$ cat config.mk
export PLATFORM = sky130hd
export DESIGN_NAME = pin_io_data_irq_control
export DESIGN_NICKNAME = d
export VERILOG_FILES = /design/src/pin_io_pkg.sv /design/src/pin_io_data_irq_control.sv
export SDC_FILE = /design/constraint.sdc
export NUM_CORES = 1
export LEC_CHECK = 0
export ABC_CLOCK_PERIOD_IN_PS = 3300
export BUFFER_PORTS_ARGS = -buffer_cell sky130_fd_sc_hd__buf_2
export CAP_MARGIN = 10
export CELL_PAD_IN_SITES_DETAIL_PLACEMENT = 1
export CELL_PAD_IN_SITES_GLOBAL_PLACEMENT = 1
export CORE_ASPECT_RATIO = 0.9
export CORE_MARGIN = 2
export CORE_UTILIZATION = 30
export CTS_CLUSTER_SIZE = 12
export DETAILED_ROUTE_END_ITERATION = 12
export GPL_TIMING_DRIVEN = 0
export HOLD_SLACK_MARGIN = 0.05
export PLACE_DENSITY = 0.66
export SYNTH_ARGS = -nofsm -noshare
export SYNTH_HDL_FRONTEND = slang
export SYNTH_SLANG_ARGS = --single-unit
$ cat constraint.sdc
create_clock -name SYS_CLK -period 3.3 [get_ports SYS_CLK]
set_input_delay 0.33 -clock SYS_CLK [delete_from_list [all_inputs] [get_ports SYS_CLK]]
set_output_delay 0.33 -clock SYS_CLK [all_outputs]
set_load 0.005 [all_outputs]
$ cat src/pin_io_pkg.sv
// Package for the 32-line parallel I/O block: register map, reset values,
// bus and pin carrier structs.
// Assumes a 32-bit Avalon-MM register bus with byte addresses.
package pin_io_pkg;
  localparam int unsigned NUM_PINS = 32;
  localparam int unsigned ADDR_W = 8;
  // Register byte offsets
  localparam logic [7:0] OFF_CTRL_SEL_EN = 8'h00;
  localparam logic [7:0] OFF_CTRL_SEL_DIS = 8'h04;
  localparam logic [7:0] OFF_CTRL_SEL_STATE = 8'h08;
  localparam logic [7:0] OFF_DRIVE_EN = 8'h10;
  localparam logic [7:0] OFF_DRIVE_DIS = 8'h14;
  localparam logic [7:0] OFF_DRIVE_STATE = 8'h18;
  localparam logic [7:0] OFF_FILTER_EN = 8'h20;
  localparam logic [7:0] OFF_FILTER_DIS = 8'h24;
  localparam logic [7:0] OFF_FILTER_STATE = 8'h28;
  localparam logic [7:0] OFF_OUT_SET = 8'h30;
  localparam logic [7:0] OFF_OUT_CLR = 8'h34;
  localparam logic [7:0] OFF_OUT_STATE = 8'h38;
  localparam logic [7:0] OFF_PIN_STATE = 8'h3c;
  localparam logic [7:0] OFF_IRQ_EN = 8'h40;
  localparam logic [7:0] OFF_IRQ_DIS = 8'h44;
  localparam logic [7:0] OFF_IRQ_MASK = 8'h48;
  localparam logic [7:0] OFF_CHG_STATUS = 8'h4c;
  localparam logic [7:0] OFF_OD_EN = 8'h50;
  localparam logic [7:0] OFF_OD_DIS = 8'h54;
  localparam logic [7:0] OFF_OD_STATE = 8'h58;
  // Reset values
  localparam logic [31:0] RST_CTRL_SEL = 32'h0000_0000;
  localparam logic [31:0] RST_ZERO = 32'h0000_0000;
  localparam logic [31:0] UNMAPPED_READ = 32'h0000_0000;

  // Avalon-MM request from master
  typedef struct packed {
    logic [ADDR_W-1:0] address;
    logic read;
    logic write;
    logic [3:0] byteenable;
    logic [31:0] writedata;
  } bus_req_s;

  // Pin side group (one bit per pin)
  typedef struct packed {
    logic [31:0] out;
    logic [31:0] oe;
  } pin_drive_s;
endpackage
$ cat src/pin_io_data_irq_control.sv
// Parallel I/O pin block: control select, output enable, glitch filter,
// set/clear output data, pin readback, change detect with mask, open drain.
// Assumes pins and peripheral signals synchronous to SYS_CLK, Avalon-MM
// master that holds requests until waitrequest is low.
//
// Function
// - Filter-disable one bit turns pin filter off
// - Filter status reads selected filters, tracks writes
// - Filter acts on peripheral and I/O input; pin status reads the unfiltered synchronised level
// - Set-output one sets latch; pin follows conditionally
// - Clear-output one clears latch; zero ignored
// - Output data status returns latch, resets zero
// - Pin status returns actual pin levels always
// - Irq-enable one enables change interrupt per pin
// - Irq-disable masks; detection continues regardless
// - Mask register reflects enables, resets zero
// - Status bit set on any edge
// - Status clears on read and reset
// - Open-drain enable one makes driver open drain
// - I/O control holds peripheral input at zero
// - Output enable stored, effective only under I/O
`timescale 1ns/1ps
`default_nettype none
module pin_io_data_irq_control #(
  parameter int unsigned PINS = 32 // Number of pins, fixed at 32 by the map
) (
  input wire logic SYS_CLK, // System clock, 100 MHz
  input wire logic NRST, // Synchronous reset, active low
  input wire logic [7:0] AVS_ADDRESS, // Byte address
  input wire logic AVS_READ, // Read strobe
  input wire logic AVS_WRITE, // Write strobe
  input wire logic [3:0] AVS_BYTEENABLE, // Byte lanes of a write
  input wire logic [31:0] AVS_WRITEDATA, // Write data
  output logic [31:0] AVS_READDATA, // Read data, registered
  output logic AVS_WAITREQUEST, // Wait until answer is ready
  input wire logic [31:0] PIN_IN, // Level seen on each pad
  output logic [31:0] PIN_OUT, // Output level towards each pad
  output logic [31:0] PIN_OE, // Pad driver enable, high drives
  input wire logic [31:0] PERIPH_OUT, // Peripheral output data
  input wire logic [31:0] PERIPH_OE, // Peripheral output enable
  output logic [31:0] PERIPH_IN, // Filtered input to peripherals
  output logic IRQ // Change interrupt, level
);

  // All state of the block in one struct. Keeping every flop in a single
  // record lets one combinational process describe the whole next state and
  // one clocked process register it, so nothing can be missed at reset.
  // Per-pin vectors hold bit n for pin n throughout.
  typedef struct packed {
    logic [31:0] ctrl_sel_r; // 1 = parallel I/O owns the pin
    logic [31:0] drive_en_r; // Output enable latch
    logic [31:0] filter_r; // Filter selected
    logic [31:0] out_data_r; // Output data latch
    logic [31:0] od_r; // Open drain selected
    logic [31:0] mask_r; // Interrupt mask
    logic [31:0] chg_r; // Change status, sticky
    logic [31:0] sync1_r; // First synchroniser stage
    logic [31:0] sync2_r; // Second synchroniser stage
    logic [31:0] prev_r; // Previous synchronised sample
    logic [31:0] filt_r; // Filtered input
    logic [31:0] filt_prev_r; // Selected input path one cycle back
    logic [31:0] pin_out_r; // Pad output
    logic [31:0] pin_oe_r; // Pad enable
    logic [31:0] periph_in_r; // Peripheral input
    logic [31:0] rdata_r; // Read data
    logic ack_r; // Answer ready
    logic irq_r; // Interrupt output
  } state_s;

  state_s st_r;
  state_s st_nxt;
  logic wr_hit; // Write accepted this cycle
  logic rd_hit; // Read accepted this cycle
  logic rd_take; // Read seen while waiting: data captured now
  logic [31:0] wmask; // Write data gated by byte enables
  logic [31:0] filt_in; // Input path after optional filter

  // A request completes in the cycle after it rises: ack ends the wait
  assign wr_hit = AVS_WRITE && st_r.ack_r;
  assign rd_hit = AVS_READ && st_r.ack_r;
  // Read data is captured on the edge that lifts the wait, so it stands
  // in the one answer cycle and is sampled with waitrequest low
  assign rd_take = AVS_READ && !st_r.ack_r;

  // Byte lanes expand to a bit mask; disabled lanes write nothing
  genvar g;
  generate
    for (g = 0; g < 4; g++)
    begin : g_lane
      assign wmask[g*8 +: 8] = AVS_WRITEDATA[g*8 +: 8] & {8{AVS_BYTEENABLE[g]}};
    end
  endgenerate

  // Filter output or raw synchronised level, per pin
  assign filt_in = (st_r.filter_r & st_r.filt_r) | (~st_r.filter_r & st_r.sync2_r);

  // Next-state logic for the whole block.
  // Order matters below: the pad path, then the handshake, then register
  // writes, then the read capture and last the change status, which clears
  // from the registered read data, not from the capture made this cycle.
  // Everything starts from a copy of the current state, so a field that
  // no branch touches simply holds its value.
  always_comb
  begin
    st_nxt = st_r;
    // Two-stage synchroniser; first stage feeds only the second
    st_nxt.sync1_r = PIN_IN;
    st_nxt.sync2_r = st_r.sync1_r;
    st_nxt.prev_r = st_r.sync2_r;
    // Filter: accept a new level only after two equal samples
    st_nxt.filt_r = (st_r.sync2_r & st_r.prev_r) |
                    (st_r.filt_r & (st_r.sync2_r | st_r.prev_r));
    st_nxt.filt_prev_r = filt_in;
    // Peripheral sees filtered input, zero while I/O owns the pin
    st_nxt.periph_in_r = filt_in & ~st_r.ctrl_sel_r;
    // Pad drive: I/O owner uses its latches, else the peripheral
    for (int i = 0; i < 32; i++)
    begin
      if (st_r.ctrl_sel_r[i])
      begin
        st_nxt.pin_out_r[i] = st_r.out_data_r[i];
        st_nxt.pin_oe_r[i] = st_r.drive_en_r[i] &&
                             !(st_r.od_r[i] && st_r.out_data_r[i]);
      end
      else
      begin
        st_nxt.pin_out_r[i] = PERIPH_OUT[i];
        st_nxt.pin_oe_r[i] = PERIPH_OE[i] && !(st_r.od_r[i] && PERIPH_OUT[i]);
      end
    end
    // Handshake: ack goes high one cycle after a request, then drops
    st_nxt.ack_r = (AVS_READ || AVS_WRITE) && !st_r.ack_r;
    // Register writes
    if (wr_hit)
    begin
      unique case (AVS_ADDRESS)
        pin_io_pkg::OFF_CTRL_SEL_EN: st_nxt.ctrl_sel_r = st_r.ctrl_sel_r | wmask;
        pin_io_pkg::OFF_CTRL_SEL_DIS: st_nxt.ctrl_sel_r = st_r.ctrl_sel_r & ~wmask;
        pin_io_pkg::OFF_DRIVE_EN: st_nxt.drive_en_r = st_r.drive_en_r | wmask;
        pin_io_pkg::OFF_DRIVE_DIS: st_nxt.drive_en_r = st_r.drive_en_r & ~wmask;
        pin_io_pkg::OFF_FILTER_EN: st_nxt.filter_r = st_r.filter_r | wmask;
        pin_io_pkg::OFF_FILTER_DIS: st_nxt.filter_r = st_r.filter_r & ~wmask;
        pin_io_pkg::OFF_OUT_SET: st_nxt.out_data_r = st_r.out_data_r | wmask;
        pin_io_pkg::OFF_OUT_CLR: st_nxt.out_data_r = st_r.out_data_r & ~wmask;
        pin_io_pkg::OFF_IRQ_EN: st_nxt.mask_r = st_r.mask_r | wmask;
        pin_io_pkg::OFF_IRQ_DIS: st_nxt.mask_r = st_r.mask_r & ~wmask;
        pin_io_pkg::OFF_OD_EN: st_nxt.od_r = st_r.od_r | wmask;
        pin_io_pkg::OFF_OD_DIS: st_nxt.od_r = st_r.od_r & ~wmask;
        default: st_nxt.od_r = st_r.od_r; // Read-only or unmapped: ignored
      endcase
    end
    // Read mux; unmapped reads return zero. Data is zero outside the
    // answer cycle so a stale value is never mistaken for an answer.
    st_nxt.rdata_r = pin_io_pkg::UNMAPPED_READ;
    if (rd_take)
    begin
      unique case (AVS_ADDRESS)
        pin_io_pkg::OFF_CTRL_SEL_STATE: st_nxt.rdata_r = st_r.ctrl_sel_r;
        pin_io_pkg::OFF_DRIVE_STATE: st_nxt.rdata_r = st_r.drive_en_r;
        pin_io_pkg::OFF_FILTER_STATE: st_nxt.rdata_r = st_r.filter_r;
        pin_io_pkg::OFF_OUT_STATE: st_nxt.rdata_r = st_r.out_data_r;
        pin_io_pkg::OFF_PIN_STATE: st_nxt.rdata_r = st_r.sync2_r;
        pin_io_pkg::OFF_IRQ_MASK: st_nxt.rdata_r = st_r.mask_r;
        pin_io_pkg::OFF_CHG_STATUS: st_nxt.rdata_r = st_r.chg_r;
        pin_io_pkg::OFF_OD_STATE: st_nxt.rdata_r = st_r.od_r;
        default: st_nxt.rdata_r = pin_io_pkg::UNMAPPED_READ;
      endcase
    end
    // Change status: read clears, a new edge in the same cycle wins
    // Only the bits handed to software are cleared: an edge that arrived
    // after the capture edge stays pending for the next read
    if (rd_hit && AVS_ADDRESS == pin_io_pkg::OFF_CHG_STATUS)
    begin
      st_nxt.chg_r = st_r.chg_r & ~st_r.rdata_r;
    end
    st_nxt.chg_r = st_nxt.chg_r | (filt_in ^ st_r.filt_prev_r);
    // Interrupt from status gated by mask
    st_nxt.irq_r = |(st_nxt.chg_r & st_nxt.mask_r);
  end

  // State register, synchronous reset.
  // Reset gives the pins to the peripherals and clears every latch; the
  // synchroniser also clears, so the first samples after reset may log
  // changes for pins that idle high.
  always_ff @(posedge SYS_CLK)
  begin
    if (!NRST)
    begin
      st_r <= '0;
      st_r.ctrl_sel_r <= pin_io_pkg::RST_CTRL_SEL;
    end
    else
    begin
      st_r <= st_nxt;
    end
  end

  // Outputs straight from flip-flops, AVS_WAITREQUEST through one inverter.
  // No pad output passes through logic after the state register, which keeps
  // pad timing independent of the bus decode.
  assign AVS_READDATA = st_r.rdata_r;
  assign AVS_WAITREQUEST = !st_r.ack_r;
  assign PIN_OUT = st_r.pin_out_r;
  assign PIN_OE = st_r.pin_oe_r;
  assign PERIPH_IN = st_r.periph_in_r;
  assign IRQ = st_r.irq_r;
endmodule // pin_io_data_irq_control
`default_nettype wire

# Word level (Yosys, flattened, before mapping)
# Index checks and enable logic that the tools add are counted.
# word_totals
regBits,514
in_bits,144
output_inout_bits,130
wordCells,354
# classes
n_eq_ne,19
n_mux,73
bitwise,32
n_reduce_logical,212
# op_table
cell,count
bitwise AND 32 bit,13
one-hot mux 32 bit (2 select lines),6
bitwise OR 32 bit,10
one-hot mux 32 bit (8 select lines),1
logical AND 1 bit,133
inverter 32 bit,4
zero test 1 bit,65
two-way mux 1 bit,64
two-way mux 32 bit,2
"== test 8 x 6 -> 1 bit, second input constant",7
"== test 8 x 7 -> 1 bit, second input constant",7
bitwise AND 8 bit,4
OR reduction 32 bit,1
bitwise XOR 32 bit,1
"== test 8 x 5 -> 1 bit, second input constant",3
AND reduction 2 bit,6
nonzero test 2 bit,5
"== test 8 x 3 -> 1 bit, second input constant",1
"== test 8 x 4 -> 1 bit, second input constant",1
zero test 8 bit,1
logical OR 1 bit,1

# Depth between registers and ports, before layout
# Gate-level depths: netlist (run 1).
# depth
ltp_word,7
depth_mapped,10
ltp_nobuf,6

# Least setup slack after synthesis (run 1)
# Ideal clock, no wire load.
# synth_timing
kind,in2reg
startpoint,input AVS_ADDRESS[5]
endpoint,register st_r (netlist bit IRQ)
setup_ns,0.125
arrival_time_ns,2.639
required_time_ns,3.175
setup_slack_ns,0.536
cell_stages,8
path_buffers,2
cell_sequence,buf_6 or4b_4 or3_1 buf_2 a211o_1 a2111oi_2 o2111ai_1 o41a_1
# synth_via
elab_chain_cells,6
elab_cells_between_ends,10
cone_classes,eq/ne (3); mux (3); bitwise (2); reduce/logical (2)
# synth_rtl
item,line_no,rtl
start: declaration,pin_io_data_irq_control.sv:29,"input wire logic [7:0] AVS_ADDRESS,"
== test 8 x 7 -> 1 bit,pin_io_data_irq_control.sv:172,if (rd_hit && AVS_ADDRESS == pin_io_pkg::OFF_CHG_STATUS)
logical AND 1 bit,pin_io_data_irq_control.sv:172,
two-way mux 32 bit,pin_io_data_irq_control.sv:172,
bitwise OR 32 bit,pin_io_data_irq_control.sv:176,st_nxt.chg_r = st_nxt.chg_r | (filt_in ^ st_r.filt_prev_r);
bitwise AND 32 bit (*),pin_io_data_irq_control.sv:178,st_nxt.irq_r = |(st_nxt.chg_r & st_nxt.mask_r);
OR reduction 32 bit (*),pin_io_data_irq_control.sv:178,
end signal: assignment,pin_io_data_irq_control.sv:194,st_r <= st_nxt;
end: declaration,pin_io_data_irq_control.sv:70,state_s st_r;
# Mark *: on every way between the ends. The rest lies on a longest branch, timed or not.
# A chain may end at the register's enable or synchronous reset.

# Worst setup path in the final report (run 1)
# layout_timing
startpoint,register st_r[1] (netlist name)
endpoint,register st_r (netlist bit IRQ)
# layout_via
elab_chain_cells,6
elab_cells_between_ends,8
cone_classes,mux (2); bitwise (2); reduce/logical (4)
# layout_rtl
item,line_no,rtl
logical AND 1 bit,pin_io_data_irq_control.sv:80,assign rd_hit = AVS_READ && st_r.ack_r;
logical AND 1 bit,pin_io_data_irq_control.sv:172,
two-way mux 32 bit,pin_io_data_irq_control.sv:172,
bitwise OR 32 bit,pin_io_data_irq_control.sv:176,
bitwise AND 32 bit (*),pin_io_data_irq_control.sv:178,
OR reduction 32 bit (*),pin_io_data_irq_control.sv:178,
# Marks and branches as above.

==> flow_summary_export.csv, run 1 <==
group,metric,value,unit
place,io_buffer_count,269,
finish,area_growth,25.8,%
detailed_routing,avgViaCountPerCell,5.48,
worst_setup_path,rr_worst_depth,8,
finish,post-route-cell-area,0.0262,mm²
clock_network,root_buffer,"clkbuf_16",
detailed_routing,detail-route-antenna-nets,0,
finish,n_fill_cell,7904,
clock_network,insertion_delay,0.64,ns
global_routing,use_met1,36.4,%
power_and_ir_drop,p_int,10.4,mW
clock_network,cts_tree,"done",
worst_setup_path,r2r_setup_slack,-0.03,ns
place,placed_cells,3408,
logic_synthesis,synth_async_sr_flop_share,0,%
place,dp_hpwl,71.2,mm
timing,hold_viol,0,
finish,multi_input_area,0.00896,mm²
detailed_routing,vias,19700,
global_routing,antenna_found_initial,12,
die,initial_core_util,30.4,%
logic_synthesis,synth_cell_type_count,47,
logic_synthesis,yosysTopAreaCellShare,49.3,%
timing,setup_viol,2,
place,place_area,0.0234,mm²
worst_setup_path,reg2reg_from,"st_r[1]",
timing,worst_pin_slew,1.44,ns
worst_setup_path,start_kind,"register",
die,io_pins,274,
finish,final_common_cell,"dfxtp_1",
hold_path,hold_end,"PIN_OUT[12]",
global_routing,met3_usage,6.00,%
worst_setup_path,critPathMaxStageDelay,0.53,ns
power_and_ir_drop,ir_drop,401,µV
power_and_ir_drop,power.density,527,mW/mm²
global_routing,busiest_layer,"met2",
timing,hold_slack,0.0582,ns
logic_synthesis,synth_area,0.0209,mm²
global_routing,use_met2,43.0,%
logic_synthesis,ys_ff_latch,514,
power_and_ir_drop,leakagePower,10.0,nW
power_and_ir_drop,switchingPower,3.43,mW
logic_synthesis,ys_seq_area_share,49.3,%
finish,final_cell_mix,"dfxtp_1 (513), buf_2 (271), nor2_1 (223)",
logic_synthesis,ys.flop_type,"dfxtp_1",
power_and_ir_drop,p_total,13.8,mW
timing,fin_crit,3.33,ns
power_and_ir_drop,sw_frac_of_total,24.8,%
hold_path,hp-start,"PERIPH_OUT[12]",
hold_path,min_path_cells,3,
worst_setup_path,crit_fanout,10,
hold_path,hold_class,"primary input to register",
flow_run,cap_viol_max_count,0,
worst_setup_path,cp-end-kind,"register",
clock_network,cts_htree_levels,2,
finish,fin_cells,3599,
die,die_w,282,µm
detailed_routing,drtIter0Drc,2180,
global_routing,grt_pass1_vias,20100,
finish,final_layout_size_suffix_gt1_share,19.3,%
timing,skew,0.0197,ns
logic_synthesis,yosysWarnings,0,
clock_network,cts_buffer_depth,3,
global_routing,grt_max_degree,15,
logic_synthesis,syn_nets,2349,
clock_network,clock-sinks,514,
die,core_area,0.0687,mm²
worst_setup_path,cp_slowest_cell,"o41a_1",
power_and_ir_drop,combPwrFrac,7.6,%
place,gp_congestion,0.957,
worst_setup_path,reg2reg_to,"IRQ",
logic_synthesis,synth_area_leaders,"dfxtp_1 (49%), mux2i_1 (7.7%), a22oi_1 (4.8%), buf_4 (4.6%), nor2_1 (4.0%)",
worst_setup_path,worstPathCellList,"nand2_1 -> or3_1 -> buf_2 -> buf_4 -> a211o_1 -> a22oi_1 -> o2111ai_1 -> o41a_1",
run_status,violations,"setup timing",
timing,max_freq,301,MHz
timing,drv_slew,0,
finish,regArea,0.0103,mm²
power_and_ir_drop,pwr-share-clk,45.7,%
timing,post-route-period-util,101,%
detailed_routing,avgRoutedWirePerCell,28.0,µm
clock_network,clkTransAtPathRegs,0.07,ns
timing,slew_headroom,4.05,%
detailed_routing,firstDrtPassIters,5,
logic_synthesis,syn_avg_cell_area,9.46,µm²
worst_setup_path,crit_arrival,3.80,ns
finish,final_core_util,38.2,%
clock_network,cts_buffers,55,
logic_synthesis,synth_edf_count,0,
worst_setup_path,critPathKind,"register to register",
logic_synthesis,syn_inst,2205,
die,dieArea,0.0716,mm²
detailed_routing,wl,101,mm
worst_setup_path,worstPathRequired,3.78,ns
global_routing,grt_usage,27.6,%
global_routing,grt_pass1_wl,142,mm
die,num_rows,91,
timing,worst_slack,-0.0260,ns
detailed_routing,drc,0,
finish,layout.nets,2768,
clock_network,cts_setup_buffers,0,
global_routing,overflow,0,
logic_synthesis,post-synth-top-area-cell,"dfxtp_1",
power_and_ir_drop,p_seq_share,46.6,%
die,chipHeight,254,µm
run_status,status,"finished with violations",
timing,rsz0062_at_grt,"yes",
==> timing repair <==
item,CTS,global route
setup endpoints to repair,134,7
resized for setup,19,12
hold buffers,88,0
hold endpoints to repair,88,0
==> final cells by class <==
| type | instances | area share (%) |
|---|---|---|
| Buffer | 302 | 6.38 |
| Inverter | 5 | 0.0716 |
| Clock inverter | 15 | 0.654 |
| Clock buffer | 82 | 6.21 |
| Tap cell | 930 | 4.44 |
| Antenna cell | 5 | 0.0477 |
| Multi-Input combinational cell | 1383 | 34.2 |
| Sequential cell | 514 | 39.2 |
| Timing Repair Buffer | 363 | 8.81 |
==> logic make-up (layout without fill, tap and decap cells) <==
logic type | count (synthesis) | after routing | synth area share, %
xor gates and xnor gates | 32 | 32 | 1.34
and+or+nand+nor | 691 | 691 | 16.5
other | 0 | 5 | 0
DFF | 514 | 514 | 49.3
muxes | 160 | 160 | 7.68
buffers and inverters | 308 | 767 | 7.97
AOI/OAI and AO/OA | 500 | 500 | 17.1
==> synthesized netlist by cell type (2+ instances only) <==
| master | count |
|---|---|
| and4_1 | 28 |
| a31oi_1 | 3 |
| buf_2 | 3 |
| a311oi_1 | 64 |
| o21a_1 | 3 |
| a211oi_1 | 32 |
| a222oi_1 | 8 |
| nand2_1 | 83 |
| a21boi_0 | 2 |
| a22oi_1 | 133 |
| a41oi_1 | 32 |
| or3_1 | 3 |
| inv_1 | 4 |
| a2111oi_2 | 2 |
| and2_1 | 121 |
| buf_1 | 6 |
| o41ai_1 | 12 |
| nand3_1 | 102 |
| dfxtp_1 | 514 |
| a22o_1 | 12 |
| a2111oi_0 | 2 |
| o31ai_1 | 12 |
| xnor2_1 | 17 |
| o2111ai_1 | 5 |
| nor2_1 | 223 |
| a21oi_1 | 123 |
| xor2_1 | 15 |
| buf_6 | 3 |
| nor4b_1 | 2 |
| o21bai_1 | 3 |
| nor2b_1 | 46 |
| nor3_1 | 70 |
| o21ai_0 | 35 |
| clkbuf_1 | 163 |
| a211o_1 | 13 |
| a32oi_1 | 3 |
| nand2b_1 | 6 |
| buf_4 | 128 |
| nand3b_1 | 2 |
| mux2i_1 | 160 |
==> through the flow <==
step / worst slack, ns / setup TNS [ns]
after floorplan: 0.536 / 0
after global placement: -1.90 / -118.22
after detailed placement: -1.98 / -127.55
after CTS: 0.0121 / 0
after global routing: -0.00278 / -0.00278
final: -0.0260 / -0.0343
==> power groups by stage <==
stage	combinational [mW]	clock (mW)	sequential, mW
floorplan	0.455	0	6.54
global placement	0.925	0	6.57
detailed placement	0.945	0	6.58
CTS	1.04	6.40	6.44
global route	1.11	6.62	6.45
finish	1.06	6.31	6.44
==> how the worst max path moves through the flow <==
stage / start / endpoint / slack (ns) / cells after the start
2_1_floorplan: AVS_ADDRESS[5] / IRQ / 0.54 / 8
3_3_place_gp: st_r[1] / IRQ / -1.90 / 8
3_5_place_dp: st_r[1] / IRQ / -1.98 / 8
4_1_cts: st_r[1] / IRQ / 0.01 / 8
5_1_grt: st_r[1] / IRQ / -0.003 / 8
6_report: st_r[1] / IRQ / -0.03 / 8
==> routing by layer <==
layer | part of all wire, % | wire (µm)
met3 | 9.1 | 9180
met5 | 0.084 | 85
met4 | 4.6 | 4630
met1 | 42 | 42200
met2 | 44 | 44700
==> critical path: cells and delay by family, from the launching register on <==
family,cells,cell delay [ns]
buffers and inverters,2,0.50
DFF,1,0.42
AOI/OAI and AO/OA,4,1.62
and+or+nand+nor,2,0.62
Power figures use the tool's default switching activity.
==> inputs of run 2 (changes only) <==
--- a/config.mk
+++ b/config.mk
@@ -10,7 +10,6 @@
 export CAP_MARGIN = 10
 export CELL_PAD_IN_SITES_DETAIL_PLACEMENT = 1
 export CELL_PAD_IN_SITES_GLOBAL_PLACEMENT = 1
-export CORE_ASPECT_RATIO = 0.9
 export CORE_MARGIN = 2
 export CORE_UTILIZATION = 30
 export CTS_CLUSTER_SIZE = 12
==> run 2 against run 1 <==
Design area up 0.44%. Routed wire length is 0.29% higher. Utilization is 0.14 points higher. Highest routed layer unchanged. Via count grew 1.3%. Flip-flop and latch count unchanged. The run still ends with setup timing left. Die area hardly changed. Combinational power barely moved. Maximum frequency is 1.9% lower.
==> flow_summary_export.csv, run 2 (synthesis results as in run 1) <==
group,metric,value,unit
run_status,status,"finished with violations",
run_status,violations,"setup timing",
detailed_routing,avgViaCountPerCell,5.54,
finish,final_common_cell,"dfxtp_1",
finish,post-route-cell-area,0.0263,mm²
worst_setup_path,start_kind,"register",
worst_setup_path,cp-end-kind,"register",
clock_network,cts_buffers,57,
timing,worst_pin_slew,1.44,ns
global_routing,grt_pass1_vias,20300,
detailed_routing,avgRoutedWirePerCell,28.0,µm
timing,fin_crit,3.39,ns
flow_run,cap_viol_max_count,0,
timing,skew,0.0112,ns
power_and_ir_drop,ir_drop,412,µV
finish,final_layout_size_suffix_gt1_share,19.4,%
die,io_pins,274,
detailed_routing,detail-route-antenna-nets,0,
clock_network,root_buffer,"clkbuf_16",
clock_network,cts_tree,"done",
worst_setup_path,worstPathRequired,3.78,ns
worst_setup_path,critPathMaxStageDelay,0.50,ns
worst_setup_path,crit_arrival,3.87,ns
clock_network,insertion_delay,0.63,ns
worst_setup_path,cp_slowest_cell,"o41a_1",
power_and_ir_drop,pwr-share-clk,47.3,%
timing,drv_slew,0,
global_routing,overflow,0,
worst_setup_path,crit_fanout,6,
timing,slew_headroom,4.17,%
die,chipHeight,268,µm
timing,hold_viol,0,
die,core_area,0.0687,mm²
die,dieArea,0.0716,mm²
worst_setup_path,critPathKind,"register to register",
timing,post-route-period-util,103,%
global_routing,grt_pass1_wl,142,mm
power_and_ir_drop,p_int,10.7,mW
place,io_buffer_count,269,
power_and_ir_drop,p_total,14.2,mW
power_and_ir_drop,power.density,540,mW/mm²
finish,area_growth,26.3,%
place,gp_congestion,0.959,
timing,hold_slack,0.0791,ns
timing,max_freq,295,MHz
timing,setup_viol,1,
hold_path,hold_class,"primary input to register",
clock_network,cts_htree_levels,2,
power_and_ir_drop,sw_frac_of_total,24.6,%
clock_network,cts_setup_buffers,0,
detailed_routing,vias,20000,
clock_network,clkTransAtPathRegs,0.07,ns
global_routing,grt_usage,27.6,%
die,initial_core_util,30.3,%
detailed_routing,wl,101,mm
place,place_area,0.0234,mm²
timing,rsz0062_at_grt,"no",
power_and_ir_drop,switchingPower,3.49,mW
finish,layout.nets,2770,
die,die_w,268,µm
detailed_routing,drtIter0Drc,1837,
global_routing,antenna_found_initial,15,
place,dp_hpwl,71.4,mm
power_and_ir_drop,leakagePower,10.1,nW
timing,worst_slack,-0.0915,ns
power_and_ir_drop,p_seq_share,45.3,%
hold_path,min_path_cells,3,
global_routing,grt_max_degree,15,
worst_setup_path,rr_worst_depth,8,
worst_setup_path,worstPathCellList,"nand2_1 -> or3_1 -> buf_2 -> a211o_1 -> a2111oi_0 -> buf_1 -> o2111ai_1 -> o41a_1",
power_and_ir_drop,combPwrFrac,7.4,%
clock_network,clock-sinks,514,
finish,final_cell_mix,"dfxtp_1 (513), buf_2 (271), nor2_1 (223)",
detailed_routing,firstDrtPassIters,7,
detailed_routing,drc,0,
die,num_rows,96,
clock_network,cts_buffer_depth,3,
-- run 2: power by group through the flow --
stage / combinational, mW / sequential [mW] / clock (mW)
floorplan: 0.455 / 6.54 / 0
global placement: 0.919 / 6.57 / 0
detailed placement: 0.938 / 6.57 / 0
CTS: 1.03 / 6.44 / 6.79
global route: 1.11 / 6.45 / 7.04
finish: 1.05 / 6.44 / 6.72
-- run 2: area by class of cell --
type	count	area, µm²
Multi-Input combinational cell	1383	8950
Fill cell	7955	42400
Buffer	303	1680
Clock inverter	23	278
Tap cell	931	1160
Antenna cell	7	17.5
Clock buffer	79	1660
Timing Repair Buffer	362	2280
Sequential cell	514	10300
Inverter	5	18.8
-- run 2: routing by layer --
metal / vias to the layer above / track usage (%) / share of wire, %
met1: 9908 / 35.1 / 41
met5: - / 0 / 0.063
met4: 10 / 14.1 / 5.5
met3: 301 / 6.33 / 8.6
met2: 1077 / 43.7 / 45
li1: 8671 / - / -
-- run 2: through the flow --
step | util [%] | setup slack, ns | TNS, ns | std cells
final | 38.3 | -0.0915 | -0.0915 | 3607
after detailed placement | 34.1 | -1.33 | -108.27 | 3408
after global routing | 38.3 | 0.00220 | 0 | 3603
after global placement | 34.0 | -2.09 | -114.88 | 3405
after CTS | 38.3 | 0.0240 | 0 | 3599
after floorplan | - | 0.536 | 0 | 2205
-- run 2: worst max-delay path: cells and delay by family (launching register included) --
family,cells,cell delay (ns)
AND/OR/NAND/NOR,2,0.66
AO/OA/AOI/OAI,4,1.62
buffers and inverters,2,0.50
flip-flops,1,0.46
-- run 2: timing repair --
item,in CTS,in global routing
gates resized for setup,19,9
pin swaps,0,0
cloned,0,0
setup endpoints to repair,139,1
hold buffers,89,0
endpoints found under the hold margin,89,0
-- run 2: final timing paths --
kind	from	to	slack [ns]
worst max-delay path	st_r[1]	IRQ	-0.09
worst max register to register	st_r[1]	IRQ	-0.09
worst min-delay path	PERIPH_OE[1]	PIN_OE[1]	0.08
worst min register to register	st_nxt[226]	st_nxt[194]	0.43
==> inputs of run 3 (changes only) <==
--- a/config.mk
+++ b/config.mk
@@ -5,7 +5,7 @@
 export SDC_FILE = /design/constraint.sdc
 export NUM_CORES = 1
 export LEC_CHECK = 0
-export ABC_CLOCK_PERIOD_IN_PS = 3300
+export ABC_CLOCK_PERIOD_IN_PS = 3150
 export BUFFER_PORTS_ARGS = -buffer_cell sky130_fd_sc_hd__buf_2
 export CAP_MARGIN = 10
 export CELL_PAD_IN_SITES_DETAIL_PLACEMENT = 1
==> constraint.sdc (replaced) <==
create_clock -name SYS_CLK -period 3.15 [get_ports SYS_CLK]
set_input_delay 0.315 -clock SYS_CLK [delete_from_list [all_inputs] [get_ports SYS_CLK]]
set_output_delay 0.315 -clock SYS_CLK [all_outputs]
set_load 0.005 [all_outputs]
==> run 3 against run 2 <==
The run still ends with setup timing left. Utilization up 0.12 points. Count of clock-buffer cells in the layout unchanged. Combinational power up 6%. Non-clock buffer count up 2. Flip-flop and latch count unchanged. Register-to-register slack about the same. Routed wire length down 0.17%. First-iteration DRC count up 5.9%. Design area up 0.32%. Die area unchanged. Via count down 0.25%. Largest cell class unchanged.
==> flow_summary_export.csv, run 3 (synthesis results as in run 1) <==
group,metric,value,unit
run_status,status,"finished with violations",
run_status,violations,"setup timing",
timing,slew_headroom,5.07,%
clock_network,clkTransAtPathRegs,0.07,ns
timing,hold_slack,0.0775,ns
timing,fin_crit,3.23,ns
global_routing,antenna_found_initial,16,
worst_setup_path,rr_worst_depth,9,
timing,worst_slack,-0.0825,ns
die,core_area,0.0687,mm²
detailed_routing,drc,0,
clock_network,cts_htree_levels,2,
die,chipHeight,268,µm
timing,max_freq,309,MHz
worst_setup_path,crit_arrival,3.71,ns
worst_setup_path,r2r_setup_slack,-0.08,ns
die,initial_core_util,30.3,%
power_and_ir_drop,power.density,564,mW/mm²
worst_setup_path,crit_buf_inv,3,
global_routing,grt_pass1_wl,142,mm
die,num_rows,96,
die,io_pins,274,
detailed_routing,vias,19900,
clock_network,cts_tree,"done",
hold_path,hold_class,"primary input to register",
die,dieArea,0.0716,mm²
clock_network,insertion_delay,0.63,ns
worst_setup_path,cp-end-kind,"register",
place,dp_hpwl,71.4,mm
hold_path,min_path_cells,4,
timing,rsz0062_at_grt,"no",
detailed_routing,firstDrtPassIters,5,
worst_setup_path,cp_slowest_cell,"dfxtp_2",
timing,worst_pin_slew,1.42,ns
timing,hold_viol,0,
detailed_routing,detail-route-antenna-nets,0,
worst_setup_path,critPathMaxStageDelay,0.50,ns
global_routing,grt_max_degree,15,
clock_network,cts_buffers,57,
power_and_ir_drop,sw_frac_of_total,24.6,%
finish,final_layout_size_suffix_gt1_share,19.7,%
power_and_ir_drop,ir_drop,428,µV
power_and_ir_drop,combPwrFrac,7.4,%
power_and_ir_drop,leakagePower,10.1,nW
worst_setup_path,start_kind,"register",
power_and_ir_drop,p_seq_share,45.3,%
clock_network,clock-sinks,514,
detailed_routing,avgViaCountPerCell,5.52,
clock_network,cts_setup_buffers,0,
worst_setup_path,crit_fanout,10,
power_and_ir_drop,p_total,14.9,mW
power_and_ir_drop,p_int,11.2,mW
finish,area_growth,26.7,%
worst_setup_path,cp.depth,9,
power_and_ir_drop,switchingPower,3.67,mW
worst_setup_path,critPathKind,"register to register",
global_routing,grt_usage,27.6,%
worst_setup_path,worstPathCellList,"clkbuf_8 -> nand2_4 -> clkbuf_16 -> o41ai_2 -> a22oi_1 -> a2111oi_0 -> buf_2 -> o2111ai_1 -> o41a_1",
finish,final_cell_mix,"dfxtp_1 (513), buf_2 (272), nor2_1 (223)",
detailed_routing,avgRoutedWirePerCell,28.0,µm
global_routing,grt_pass1_vias,20300,
finish,layout.nets,2772,
place,place_area,0.0234,mm²
finish,final_common_cell,"dfxtp_1",
worst_setup_path,critPathTopFamily,"compound AO/OA/AOI/OAI gates",
timing,post-route-period-util,103,%
place,gp_congestion,0.959,
worst_setup_path,worstPathRequired,3.63,ns
timing,setup_viol,3,
clock_network,cts_buffer_depth,3,
power_and_ir_drop,pwr-share-clk,47.3,%
finish,post-route-cell-area,0.0264,mm²
place,dp_slack,-1.48,ns
detailed_routing,wl,101,mm
detailed_routing,drtIter0Drc,1946,
place,io_buffer_count,269,
clock_network,root_buffer,"clkbuf_16",
flow_run,cap_viol_max_count,0,
die,die_w,268,µm
timing,skew,0.0159,ns
global_routing,overflow,0,
timing,drv_slew,0,
[run 3: layer usage]
layer / up-vias / track usage (%) / share of wire, %
li1: 8666 / - / -
met1: 9920 / 35.1 / 41
met2: 1035 / 43.9 / 45
met3: 289 / 6.21 / 8.4
met4: 8 / 14.2 / 5.6
met5: - / 0 / 0.052
[run 3: final timing paths]
| check | startpoint | end |
|---|---|---|
| setup / recovery | st_r[1] | IRQ |
| setup reg to reg | st_r[1] | IRQ |
| hold reg to reg | st_nxt[231] | st_nxt[199] |
| hold / removal | AVS_WRITEDATA[31] | register |
[run 3: layout make-up]
class	instances	area, µm²
Tap cell	931	1160
Buffer	303	1700
Timing Repair Buffer	364	2300
Sequential cell	514	10300
Inverter	5	18.8
Antenna cell	6	15.0
Multi-Input combinational cell	1383	9000
Clock inverter	23	278
Clock buffer	79	1660
Fill cell	7948	42300
[run 3: metrics by stage]
stage | util [%] | TNS (ns) | std cells
6_report | 38.5 | -0.175 | 3608
5_1_grt | 38.5 | 0 | 3605
4_1_cts | 38.4 | 0 | 3601
3_5_place_dp | 34.1 | -130.09 | 3408
3_3_place_gp | 34.0 | -137.36 | 3405
2_1_floorplan | - | 0 | 2205
[run 3: worst register-to-register path: cells and delay by family (launching register included)]
kind	cells	cell delay, ns
compound gates	5	1.58
buf+inv	3	0.83
flops	1	0.50
simple gates	1	0.17
[run 3: what timing repair did]
item                                   4_1_cts  5_1_grt
hold buffers                                91        0
gates resized for setup                     27        9
endpoints found under the hold margin       90        0
setup endpoints to repair                  143        1
pin swaps                                    0        1
[run 3: power groups by stage]
stage          logic, mW  clock network, mW  registers [mW]
2_1_floorplan      0.477                  0            6.85
4_1_cts             1.09               7.11            6.75
5_1_grt             1.17               7.37            6.76
6_report            1.11               7.04            6.75
3_5_place_dp       0.983                  0            6.89
3_3_place_gp       0.963                  0            6.88
